--- src/core/irq_enable_pkg.sv ---
// Package with register map and widths for the interrupt enable block
package irq_enable_pkg;

	localparam int unsigned ADDR_W    = 8;   // Register address width
	localparam int unsigned DATA_W    = 32;  // Register data width
	localparam int unsigned NUM_IRQ   = 79;  // Interrupts 0 to 78
	localparam int unsigned WORD_BITS = 32;  // Enable bits per word
	localparam int unsigned NUM_WORDS = 3;   // Words per register kind
	localparam int unsigned IDX_W     = 2;   // Width of a word index

	// Byte addresses of the six enable words
	localparam logic [ADDR_W-1:0] OFS_SET_WORD1 = 8'h00;
	localparam logic [ADDR_W-1:0] OFS_SET_WORD2 = 8'h04;
	localparam logic [ADDR_W-1:0] OFS_SET_WORD3 = 8'h08;
	localparam logic [ADDR_W-1:0] OFS_CLR_WORD1 = 8'h10;
	localparam logic [ADDR_W-1:0] OFS_CLR_WORD2 = 8'h14;
	localparam logic [ADDR_W-1:0] OFS_CLR_WORD3 = 8'h18;

	localparam logic [ADDR_W-1:0] WORD_STRIDE = 8'h04; // Bytes between words
	localparam logic [DATA_W-1:0] RDATA_IDLE  = 32'h00000000; // Idle/unmapped read
	localparam logic [DATA_W-1:0] ENABLE_RST  = 32'h00000000; // Enable reset value

	// Result of decoding one bus address
	typedef struct packed {
		logic             hit;      // Address names an enable word
		logic             is_clear; // Clear word rather than set word
		logic [IDX_W-1:0] idx;      // Word index 0..2
	} addr_dec_s;

endpackage : irq_enable_pkg

--- src/core/irq_word_if.sv ---
// Interface carrying set and clear masks to one enable word and its state back
`timescale 1ns/1ps
interface irq_word_if #(
	parameter int unsigned W = 32 // Bits in this word
);
	logic [W-1:0] set_bits;   // One-cycle mask of bits to enable
	logic [W-1:0] clear_bits; // One-cycle mask of bits to disable
	logic [W-1:0] enable;     // Current enable state

	modport ctrl (output set_bits, output clear_bits, input enable);
	modport bank (input set_bits, input clear_bits, output enable);
endinterface : irq_word_if

--- src/core/irq_enable_bank.sv ---
// One word of interrupt enable flip-flops with write-one set and clear
`timescale 1ns/1ps
module irq_enable_bank
	import irq_enable_pkg::*;
#(
	parameter int unsigned W = 32 // Bits in this word
) (
	input  wire logic ref_clk_i,  // Core clock
	input  wire logic resetn_i,   // Synchronous reset, active low
	irq_word_if.bank  word        // Masks in, enable state out
);

	// Whole state of the word
	typedef struct packed {
		logic [W-1:0] en; // Enable bit per interrupt
	} bank_state_s;

	bank_state_s state_q; // Registered state
	bank_state_s state_d; // Next state

	// Set wins over clear, so an enable racing a disable is never lost
	always_comb begin
		state_d    = state_q;
		state_d.en = (state_q.en & ~word.clear_bits)
		             | word.set_bits;
	end

	// Register the state; every interrupt starts disabled
	always_ff @(posedge ref_clk_i) begin
		if (!resetn_i) begin
			state_q.en <= ENABLE_RST[W-1:0];
		end else begin
			state_q <= state_d;
		end
	end

	assign word.enable = state_q.en;

endmodule : irq_enable_bank

--- src/core/irq_enable_regs.sv ---
// Interrupt enable set/clear register block with its register port
//
// Decided for this implementation: the strobed register port and the placing of the registers.
`timescale 1ns/1ps
module irq_enable_regs
	import irq_enable_pkg::*;
(
	input  wire logic              ref_clk_i,   // Core clock, 25 MHz
	input  wire logic              resetn_i,    // Synchronous reset, active low
	input  wire logic [ADDR_W-1:0] addr_i,      // Register byte address
	input  wire logic [DATA_W-1:0] wdata_i,     // Write data
	input  wire logic              wr_i,        // Write strobe, one cycle
	input  wire logic              rd_i,        // Read strobe, one cycle
	output logic      [DATA_W-1:0] rdata_o,     // Read data, cycle after rd_i
	output logic     [NUM_IRQ-1:0] irq_enable_o // Enable state per interrupt
);

	// Decode an address into word kind and index; used for reads and writes
	function automatic addr_dec_s decode(input logic [ADDR_W-1:0] a);
		addr_dec_s r;
		r          = '0;
		r.hit      = 1'b1;
		unique case (a)
			OFS_SET_WORD1: r.idx = 2'h0;
			OFS_SET_WORD2: r.idx = 2'h1;
			OFS_SET_WORD3: r.idx = 2'h2;
			OFS_CLR_WORD1: begin
				r.idx      = 2'h0;
				r.is_clear = 1'b1;
			end
			OFS_CLR_WORD2: begin
				r.idx      = 2'h1;
				r.is_clear = 1'b1;
			end
			OFS_CLR_WORD3: begin
				r.idx      = 2'h2;
				r.is_clear = 1'b1;
			end
			default: r.hit = 1'b0; // Unmapped: reads zero, writes dropped
		endcase
		return r;
	endfunction : decode

	addr_dec_s                   dec;             // Decode of this cycle's address
	logic [NUM_WORDS*WORD_BITS-1:0] enable_flat;   // All words, zero padded
	logic [DATA_W-1:0]           word_rd [NUM_WORDS]; // Per word read view

	// One decode feeds both the write masks and the read mux
	assign dec = decode(addr_i);

	// One enable bank per word; the last word holds only the upper interrupts
	for (genvar g = 0; g < NUM_WORDS; g++) begin : g_word
		localparam int unsigned W = (g == NUM_WORDS - 1) ?
		                            NUM_IRQ - g * WORD_BITS : WORD_BITS;
		irq_word_if #(.W(W)) word_bus ();
		logic hit_word; // Write strobe aimed at this index

		assign hit_word = wr_i && dec.hit && (dec.idx == IDX_W'(g));
		// Masks last one cycle; the bank alone holds the enable state
		// Only a written one moves a bit; zeros produce an empty mask
		assign word_bus.set_bits   = (hit_word && !dec.is_clear) ?
		                             wdata_i[W-1:0] : '0;
		assign word_bus.clear_bits = (hit_word && dec.is_clear) ?
		                             wdata_i[W-1:0] : '0;

		irq_enable_bank #(.W(W)) u_bank (
			.ref_clk_i (ref_clk_i),
			.resetn_i  (resetn_i),
			.word      (word_bus)
		);

		// Unused upper bits of the short word read as zero; the cast pads
		// with zeros, so a full word needs no empty replication
		assign enable_flat[g*WORD_BITS +: WORD_BITS] =
		       WORD_BITS'(word_bus.enable);
		assign word_rd[g] = enable_flat[g*WORD_BITS +: WORD_BITS];
	end

	// Flat view drops the padding above the last interrupt
	assign irq_enable_o = enable_flat[NUM_IRQ-1:0];

	// Read side state: one data register
	typedef struct packed {
		logic [DATA_W-1:0] rdata; // Held for exactly one cycle
	} rd_state_s;

	rd_state_s state_q; // Registered state
	rd_state_s state_d; // Next state

	// Both views of a word show the same shared enable state
	always_comb begin
		state_d       = state_q;
		// Idle value unless a mapped read is taken this cycle
		state_d.rdata = RDATA_IDLE;
		if (rd_i && dec.hit) begin
			state_d.rdata = word_rd[dec.idx];
		end
	end

	// Register read data; idle value outside the answer cycle
	always_ff @(posedge ref_clk_i) begin
		if (!resetn_i) begin
			state_q.rdata <= RDATA_IDLE;
		end else begin
			state_q <= state_d;
		end
	end

	assign rdata_o = state_q.rdata;
endmodule : irq_enable_regs

--- config.mk ---
export PLATFORM = sky130hd
export DESIGN_NAME = irq_enable_regs
export DESIGN_NICKNAME = d
export VERILOG_FILES = /design/src/core/irq_enable_pkg.sv /design/src/core/irq_word_if.sv /design/src/core/irq_enable_bank.sv /design/src/core/irq_enable_regs.sv
export SDC_FILE = /design/constraint.sdc
export NUM_CORES = 1
export LEC_CHECK = 0
export BUFFER_PORTS_ARGS = -buffer_cell sky130_fd_sc_hd__buf_2
export CAP_MARGIN = 15
export CORE_MARGIN = 1
export CORE_UTILIZATION = 25
export DETAILED_ROUTE_END_ITERATION = 7
export GPL_TIMING_DRIVEN = 0
export SETUP_SLACK_MARGIN = 0.02
export SLEW_MARGIN = 5
export SYNTH_ARGS = -nofsm -noshare
export SYNTH_HDL_FRONTEND = slang
export SYNTH_SLANG_ARGS = --single-unit
--- constraint.sdc ---
create_clock -name ref_clk_i -period 1.8 [get_ports ref_clk_i]
set_clock_uncertainty 0.1 [all_clocks]
set_input_delay 0.18 -clock ref_clk_i [delete_from_list [all_inputs] [get_ports ref_clk_i]]
set_output_delay 0.18 -clock ref_clk_i [all_outputs]
set_load 0.01 [all_outputs]
### Yosys cells after proc, flatten, opt, wreduce, memory -nomap -nowiden

Index checks and enable logic that the tools add are counted.

| cells by class | value |
|---|---|
| muxes and demuxes | 12 |
| bitwise logic cells | 10 |
| reduce and logical (&&, ||, !) cells | 19 |
| $lt $le $gt $ge | 1 |
| eq/ne operators | 7 |

Operator list:

| operator | number |
|---|---|
| 32-bit 2-to-1 mux | 6 |
| 32-bit bitwise AND | 2 |
| 32-bit binary-select mux with 2-bit select | 1 |
| 32-bit inverter | 2 |
| 32-bit OR | 2 |
| 15-bit 2-to-1 mux | 2 |
| 8-bit by 5-bit == test with 1-bit output (second input constant) | 3 |
| 15-bit bitwise AND | 1 |
| 15-bit inverter | 1 |
| 15-bit OR | 1 |
| 1-bit logical AND | 11 |
| 8-bit by 3-bit == test with 1-bit output (second input constant) | 1 |
| 8-bit by 4-bit == test with 1-bit output (second input constant) | 1 |
| 8-bit logical NOT | 1 |
| 6-bit OR reduction | 1 |
| 2-bit one-hot mux with 2 select lines | 1 |
| 2-bit OR reduction | 2 |
| 3-bit greater-or-equal comparator (second input constant) | 1 |
| 2-bit inverter with 3-bit output | 1 |
| 3-bit OR reduction | 1 |
| 2-bit by 1-bit == test with 1-bit output (second input constant) | 1 |
| 2-bit == test (second input constant) | 1 |
| 2-bit logical NOT | 1 |
| 1-bit 2-to-1 mux | 2 |
| 2 further kinds | 2 |

| storage, ports and cells | value |
|---|---|
| bits in registers | 111 |
| output and inout port bits | 111 |
| word-level logic and storage cells | 53 |
| bits of input ports | 44 |

### Logic depth before layout (Yosys ltp)

Gate-level depths: netlist (run 1).

| logic depth | value |
|---|---|
| depth after elaboration | 10 |
| depth in mapped cells | 6 |

### Cells and area by module

Synthesis (run 1) repeated with hierarchy kept, for this count alone.

| unflattened totals | value |
|---|---|
| cell total of the unflattened synthesis | 593 |
| area total of the unflattened synthesis | 5175.0 um^2 |

By module, submodules not included:

| module | cells an instance | sequential area each (um^2) | area an instance (um^2) | times used |
|---|---|---|---|---|
| irq_enable_regs | 349 | 640.6 | 2427.3 | 1 |
| irq_enable_bank at g_word[0].u_bank ... | 99 | 640.6 | 1114.8 | 2 |
| irq_enable_bank at g_word[2].u_bank | 46 | 300.3 | 518.0 | 1 |

### Worst setup path before layout (run 1)

No wires, ideal clock.

| timing | value |
|---|---|
| path type | in2reg |
| from | in addr_i[7] |
| to | reg state_q (netlist bit rdata_o[15]) |
| path buffers | 2 |
| arrival | 1448 ps |
| stages on the path | 5 |
| path slack | 187 ps |
| required time | 1635 ps |
| library setup time | 65 ps |
| cells stage by stage | nor4_4 > or4b_1 > clkbuf_1 > buf_2 > nor2_1 |

| between the ends | value |
|---|---|
| word-level cells in the longest chain between the ends | 7 |
| elaborated cells on any way between the ends | 17 |
| those cells by class | 5 x eq/ne; 5 x mux; 1 x bitwise; 6 x reduce/logical |

Ends and longest elaborated chain:

| item | line | text |
|---|---|---|
| from (decl) | irq_enable_regs.sv:10 | `input wire logic [ADDR_W-1:0] addr_i,` |
| 8-bit by 5-bit == test with 1-bit output (tied with other cells) | irq_enable_regs.sv:23 | `unique case (a)` |
| 2-bit OR reduction (no source line) | n/a |  |
| 2-bit one-hot mux with 2 select lines | irq_enable_regs.sv:23 |  |
| 2-bit inverter with 3-bit output (implied by the code) | irq_enable_regs.sv:96 | `state_d.rdata = word_rd[dec.idx];` |
| 32-bit binary-select mux with 2-bit select | irq_enable_regs.sv:96 |  |
| 32-bit 2-to-1 mux (implied by the code) (2 in series) | irq_enable_regs.sv:96 |  |
| to (signal assigned) | irq_enable_regs.sv:105 | `state_q <= state_d;` |
| to (decl) | irq_enable_regs.sv:87 | `rd_state_s state_q;` |

Parallel ways exist; a longest one is shown, timed or not. The select of a mux whose other input is x is not followed.
A chain may end at the register's enable or synchronous reset.

### Worst setup path after layout (run 1)

| timing | value |
|---|---|
| from | in addr_i[0] |
| to | reg state_q (netlist bit rdata_o[14]) |

Same word-level chain as after synthesis.

==> summary.md, run 1 <==
Run status
- finished clean — status

Yosys
- 4580 sq um — Cell Area, Synth
- 0.485 — portion of the post-synthesis area used by sequential elements
- 111 — register bit count reported by yosys
- 0 — share of flip-flops with an asynchronous set or reset after synthesis
- 540 — post-synth net total
- 0 — number of warning messages in the yosys log
- 9.24 sq um — Syn Area/Cell
- dfxtp_1 (48%), mux2i_1 (24%), nand3_1 (8.6%) — top post-synthesis cells by area
- 496 — gate count after technology mapping
- dfxtp_1 — top cell type by total area after synthesis
- dfxtp_1 (111), mux2i_1 (111), nand2_1 (95) — top cells by count, synth
- 0 — number of synthesized flops with an enable pin
- 0.485 — portion of synthesized cell area occupied by the leading cell type
- dfxtp_1 — Most used DFF post-synth
- 18 — library cells used by synthesis

Floorplan
- 155 — number of ports placed on the die boundary
- 0.255 — Starting Density
- 18900 sq um — area of the die
- 18000 sq um — core footprint
- 49 — Cell Rows
- 137 um — floorplan die height
- 137 um — width of the die

Clock network
- 0.36 ns — later-pin clock latency in the skew report
- 111 — CTS sink cnt
- 3 — depth of the CTS H-tree
- 2 — buffer levels on the longest clock path
- clkbuf_16 — Clock Tree Root
- 0.08 ns — clk slew on worst S/H paths
- 9 — total clock buffers created by CTS
- yes — CTS tree

Routing
- 213 — drt initial violations
- 4 — first-pass detailed-route iteration total
- 14600 um — Detailed Route WL
- 4.57 — Via density
- 4111 — DR vias
- 0 — number of remaining DRC errors
- 0 — final antenna-violating net count
- 16.3 um — Avg WL per Cell

Min path
- 3 — Hold Crit Depth
- in -> reg — hold crit path type
- wdata_i[25] — Min-Delay Startpoint
- g_word[1].u_bank.word.enable[25] — terminating pin of the worst hold path

Worst setup path
- 0.34 ns — slowest cell delay on critical path
- clkbuf_1 — Top cell by count, worst path
- g_word[1].u_bank.word.enable[14] — Reg-to-Reg Start
- input port — critical path launch point type
- 1.84 ns — arrival time of data at the critical path endpoint
- register — Worst Setup End Kind
- 10 — Max Fanout on Critical Path
- 3 — cell depth of the worst flop-to-flop path
- rdata_o[14] — FF-to-FF End
- 0.74 ns — r2r setup slk
- or3b_1 — slowest stage cell, crit path
- buf_2, nor4_4, buf_4, or3b_1, clkbuf_1, clkbuf_1, a21oi_1 — worst-path cell chain
- in -> reg — critical path class
- 1.98 ns — required time worst endpoint

Power and ir drop
- 3.02 nW — Static Leakage
- 803 nW/um^2 — power density over the cells
- 431 uV — peak supply drop

STA
- 0 — final setup violation count
- 603 MHz — top achievable clock speed
- 0.921 — period utilisation layout
- 0.677 ns — transition time at the pin with the least slew margin
- 0 ns — Total Neg Setup Slack
- true — unrepaired setup endpoints after global routing
- 0 — Slew Limit Fails
- 0.142 ns — smallest setup slack after layout
- 1.66 ns — min Tclk post-route
- 0.548 — worst slew margin relative to its limit
- 0 — endpoints failing hold

Layout
- 31.5% — Area growth, synth to finish
- 709 — Final Net Count
- 2220 sq um — Register Area
- 1909 — filler cell count
- 6030 sq um — summed area of non-filler cells in the final layout
- 2200 sq um — area of combinational cells with multiple inputs
- 0 — Antenna Cells
- 0.301 — share of cells above drive strength 1

Global route
- 0 — number of antenna violations at the first check in global routing
- 3925 — via count of the first global-routing pass
- 0.159 — Total Routing Usage GR
- 22200 um — first-pass GRT wire length
- 0 — residual overflow from global routing
- 20 — maximum number of pins on one net before global-route repair

Placement
- 152 — count of buffers from port buffering
- 10700 um — HPWL after detailed placement
- 0.797 — Placer Congestion
- -0.463 ns — Setup Slack @ Placement
- 5630 sq um — dpl cell area

Job
- 0 — max capacitance violation total

-- area by class of cell --
type,instances,area share
Sequential cell,111,0.369
Multi-Input combinational cell,340,0.365
Timing Repair Buffer,160,0.138
Tap cell,229,0.0475
Clock buffer,12,0.0426
Buffer,43,0.0295
Clock inverter,4,0.00872
-- repair_timing --
| item | 4_1_cts | 5_1_grt |
|---|---|---|
| setup endpoints to repair | 54 | 61 |
| buffers inserted | 3 | 0 |
| pin swaps | 1 | 0 |
| gates resized for setup | 0 | 15 |
| hold buffers | 5 | 0 |
| endpoints found under the hold margin | 6 | 0 |
| cloned | 0 | 0 |
-- per-stage QoR --
| stage | instances | utilization | total power [mW] | hold WS [ns] |
|---|---|---|---|---|
| floorplan | 496 | - | 2.64 | 0.261 |
| global placement | 877 | 0.313 | 2.79 | 0.361 |
| detailed placement | 877 | 0.313 | 2.79 | 0.365 |
| CTS | 900 | 0.334 | 4.91 | 0.000501 |
| global route | 899 | 0.336 | 5.02 | 0.0171 |
| finish | 899 | 0.336 | 4.84 | 0.0146 |
-- layer usage --
metal	routed length (um)	global-route usage	up-vias
li1	-	-	2024
met1	6660	0.206	1941
met2	6790	0.250	123
met3	834	0.0350	23
met4	358	0.0739	0
met5	0	0	-
-- cells in the final DEF, fill, tap and decap left out, types with 2 or more instances in the layout --
| cell type | Yosys | routed |
|---|---|---|
| a21oi_1 | 15 | 15 |
| buf_2 | 5 | 157 |
| buf_4 | 0 | 3 |
| clkbuf_1 | 36 | 31 |
| clkbuf_16 | 0 | 9 |
| clkbuf_2 | 0 | 8 |
| clkbuf_8 | 0 | 2 |
| dfxtp_1 | 111 | 111 |
| dlygate4sd3_1 | 0 | 5 |
| mux2i_1 | 111 | 111 |
| nand2_1 | 95 | 95 |
| nand3_1 | 79 | 79 |
| nor2_1 | 17 | 17 |
| or2_2 | 15 | 15 |
-- critical path, delay by kind of cell --
family	cells	cell delay, ns
compound gates	1	0.21
buf+inv	4	0.84
simple gates	2	0.60
-- cell families after synthesis --
logic type      Yosys count  synth area share
mux                     111             0.242
buf+inv                  45            0.0382
flops                   111             0.485
simple gates            214             0.218
compound gates           15            0.0164
-- report_power, final --
group	switching (mW)	internal (mW)
Clock	0.940	1.16
Combinational	0.191	0.0901
Sequential	0.00185	2.46
-- worst max path at each step --
stage / startpoint / endpoint / depth (start not counted)
floorplan: addr_i[7] / rdata_o[15] / 5
global placement: addr_i[7] / rdata_o[26] / 6
detailed placement: addr_i[7] / rdata_o[29] / 6
CTS: addr_i[3] / g_word[0].u_bank.word.enable[29] / 6
global route: addr_i[2] / g_word[1].u_bank.word.enable[13] / 6
finish: addr_i[0] / rdata_o[14] / 7
-- state kept, by name, indices dropped and copies added, names as in the netlist --
register	count
g_word.u_bank.word.enable	79
rdata_o	32
Note: power is estimated with default switching activity, not from simulation.
==> inputs of run 2 (changes only) <==
--- a/config.mk
+++ b/config.mk
@@ -7,10 +7,11 @@
 export LEC_CHECK = 0
 export BUFFER_PORTS_ARGS = -buffer_cell sky130_fd_sc_hd__buf_2
 export CAP_MARGIN = 15
-export CORE_MARGIN = 1
-export CORE_UTILIZATION = 25
+export CORE_MARGIN = 2
+export CORE_UTILIZATION = 50
 export DETAILED_ROUTE_END_ITERATION = 7
 export GPL_TIMING_DRIVEN = 0
+export PLACE_DENSITY = 0.79
 export SETUP_SLACK_MARGIN = 0.02
 export SLEW_MARGIN = 5
 export SYNTH_ARGS = -nofsm -noshare
==> constraint.sdc (replaced) <==
create_clock -name ref_clk_i -period 1.8 [get_ports ref_clk_i]
set_clock_uncertainty 0.1 [all_clocks]
set_input_delay 0.18 -clock ref_clk_i [delete_from_list [all_inputs] [get_ports ref_clk_i]]
set_output_delay 0.18 -clock ref_clk_i [all_outputs]
set_load 0.005 [all_outputs]
==> summary.md, run 2 (synthesized netlist as in run 1, its figures left out) <==
Run status
- finished clean — status

Power and ir drop
- 361 uV — peak supply drop
- 4.26 mW — Final Power
- 2.96 nW — Static Leakage
- 737 nW/um^2 — power density over the cells

Worst setup path
- in -> reg — critical path class
- g_word[1].u_bank.word.enable[10] — Reg-to-Reg Start
- 7 — total number of cells along the worst setup path
- rdata_o[10] — FF-to-FF End
- input port — critical path launch point type
- 1.86 ns — arrival time of data at the critical path endpoint
- addr_i[0] — Worst setup startpoint
- buf_2, nor4_4, buf_4, or4b_1, clkbuf_1, buf_2, nor2_1 — worst-path cell chain
- buf_2 — Top cell by count, worst path
- 0.43 ns — slowest cell delay on critical path
- register — Worst Setup End Kind
- 4 — WP buf/inv
- or4b_1 — slowest stage cell, crit path
- 0.73 ns — r2r setup slk
- 3 — cell depth of the worst flop-to-flop path
- simple AND/OR/NAND/NOR gates — kind of cell with the highest combined delay on the critical path
- 1.99 ns — required time worst endpoint
- 10 — Max Fanout on Critical Path

STA
- 0.0144 ns — Post-Route Hold Slack
- 0 — final setup violation count
- 0 — endpoints failing hold
- 0.132 ns — smallest setup slack after layout
- 599 MHz — top achievable clock speed
- 0.927 — period utilisation layout
- 0.654 ns — transition time at the pin with the least slew margin
- 0.564 — worst slew margin relative to its limit
- 0 — Slew Limit Fails
- 1.67 ns — min Tclk post-route
- false — unrepaired setup endpoints after global routing

Clock network
- 0.36 ns — later-pin clock latency in the skew report
- 111 — CTS sink cnt
- 0.11 ns — clk slew on worst S/H paths
- 9 — total clock buffers created by CTS
- yes — CTS tree
- clkbuf_8 — Clock Tree Root
- 2 — buffer levels on the longest clock path
- 3 — depth of the CTS H-tree

Min path
- g_word[0].u_bank.word.enable[30] — terminating pin of the worst hold path
- in -> reg — hold crit path type
- wdata_i[30] — Min-Delay Startpoint
- 3 — Hold Crit Depth

Routing
- 5.47 — Via density
- 5 — first-pass detailed-route iteration total
- 16.6 um — Avg WL per Cell
- 0 — number of remaining DRC errors
- 156 — drt initial violations
- 13000 um — Detailed Route WL
- 0 — final antenna-violating net count
- 4270 — DR vias

Placement
- 9410 um — HPWL after detailed placement
- 152 — count of buffers from port buffering
- 0.882 — Placer Congestion
- -0.370 ns — Setup Slack @ Placement

Floorplan
- 8810 sq um — core footprint
- 9950 sq um — area of the die
- 99.7 um — floorplan die height
- 34 — Cell Rows
- 0.520 — Starting Density
- 99.7 um — width of the die
- 155 — number of ports placed on the die boundary

Layout
- 26.0% — Area growth, synth to finish
- 745 — filler cell count
- 0.293 — share of cells above drive strength 1
- 79 — number of flip-flops under the largest register name
- buf_2 (157), mux2i_1 (111), dfxtp_1 (111) — commonest cells after routing, fill and taps aside
- buf_2 — most common cell after layout, fill and taps aside
- 712 — Final Net Count
- 0 — Antenna Cells

Global route
- 20300 um — first-pass GRT wire length
- 19 — maximum number of pins on one net before global-route repair
- 4075 — via count of the first global-routing pass
- 0 — residual overflow from global routing
- 0 — number of antenna violations at the first check in global routing
- 0.257 — Total Routing Usage GR

Job
- 0 — max capacitance violation total

-- run 2: cell type report --
class | count | area [sq um] | area share
flip-flops and latches | 111 | 2220 | 0.385
repair buffers | 162 | 853 | 0.148
plain buffers | 44 | 175 | 0.0303
well taps | 108 | 135 | 0.0234
clock buffers | 10 | 138 | 0.0238
clock inverters | 6 | 66.3 | 0.0115
multi-input cells | 340 | 2190 | 0.378
-- run 2: routing by layer --
metal / part of all wire / up-vias / global-route usage / routed length, um
met4: 0.018 / 0 / 0.114 / 236
met5: 0 / - / 0 / 0
met3: 0.062 / 26 / 0.0408 / 806
met1: 0.42 / 2045 / 0.330 / 5430
li1: - / 2021 / - / -
met2: 0.50 / 178 / 0.427 / 6510
-- run 2: worst max path at each step --
stage,slack [ns],endpoint
2_1_floorplan,0.19,rdata_o[15]
3_3_place_gp,-0.34,rdata_o[27]
3_5_place_dp,-0.37,rdata_o[27]
4_1_cts,0.02,g_word[0].u_bank.word.enable[5]
5_1_grt,0.02,g_word[2].u_bank.word.enable[12]
6_report,0.13,rdata_o[27]
-- run 2: what timing repair did --
action | in CTS | in global routing
setup endpoints to repair | 1 | 31
pin swaps | 1 | 0
buffers inserted | 3 | 0
endpoints found under the hold margin | 9 | 0
gates resized for setup | 0 | 6
hold buffers | 7 | 0
-- run 2: metrics by stage --
step | setup TNS, ns | cells | utilization | cell area [sq um]
6_report | 0 | 781 | 0.656 | 5780
5_1_grt | 0 | 781 | 0.656 | 5780
4_1_cts | 0 | 782 | 0.656 | 5780
3_5_place_dp | -20.47 | 756 | 0.622 | 5480
3_3_place_gp | -17.57 | 756 | 0.622 | 5480
2_1_floorplan | 0 | 496 | - | 4580
-- run 2: report_power, final --
part           switching, mW  internal, mW
Clock                  0.839         0.691
Sequential           0.00180          2.46
Combinational          0.179        0.0909
Total                   1.02          3.24
-- run 2: tightest hold or removal path, stage by stage --
cell	delay (ns)
buf_2	0.11
nand3_1	0.08
mux2i_1	0.07
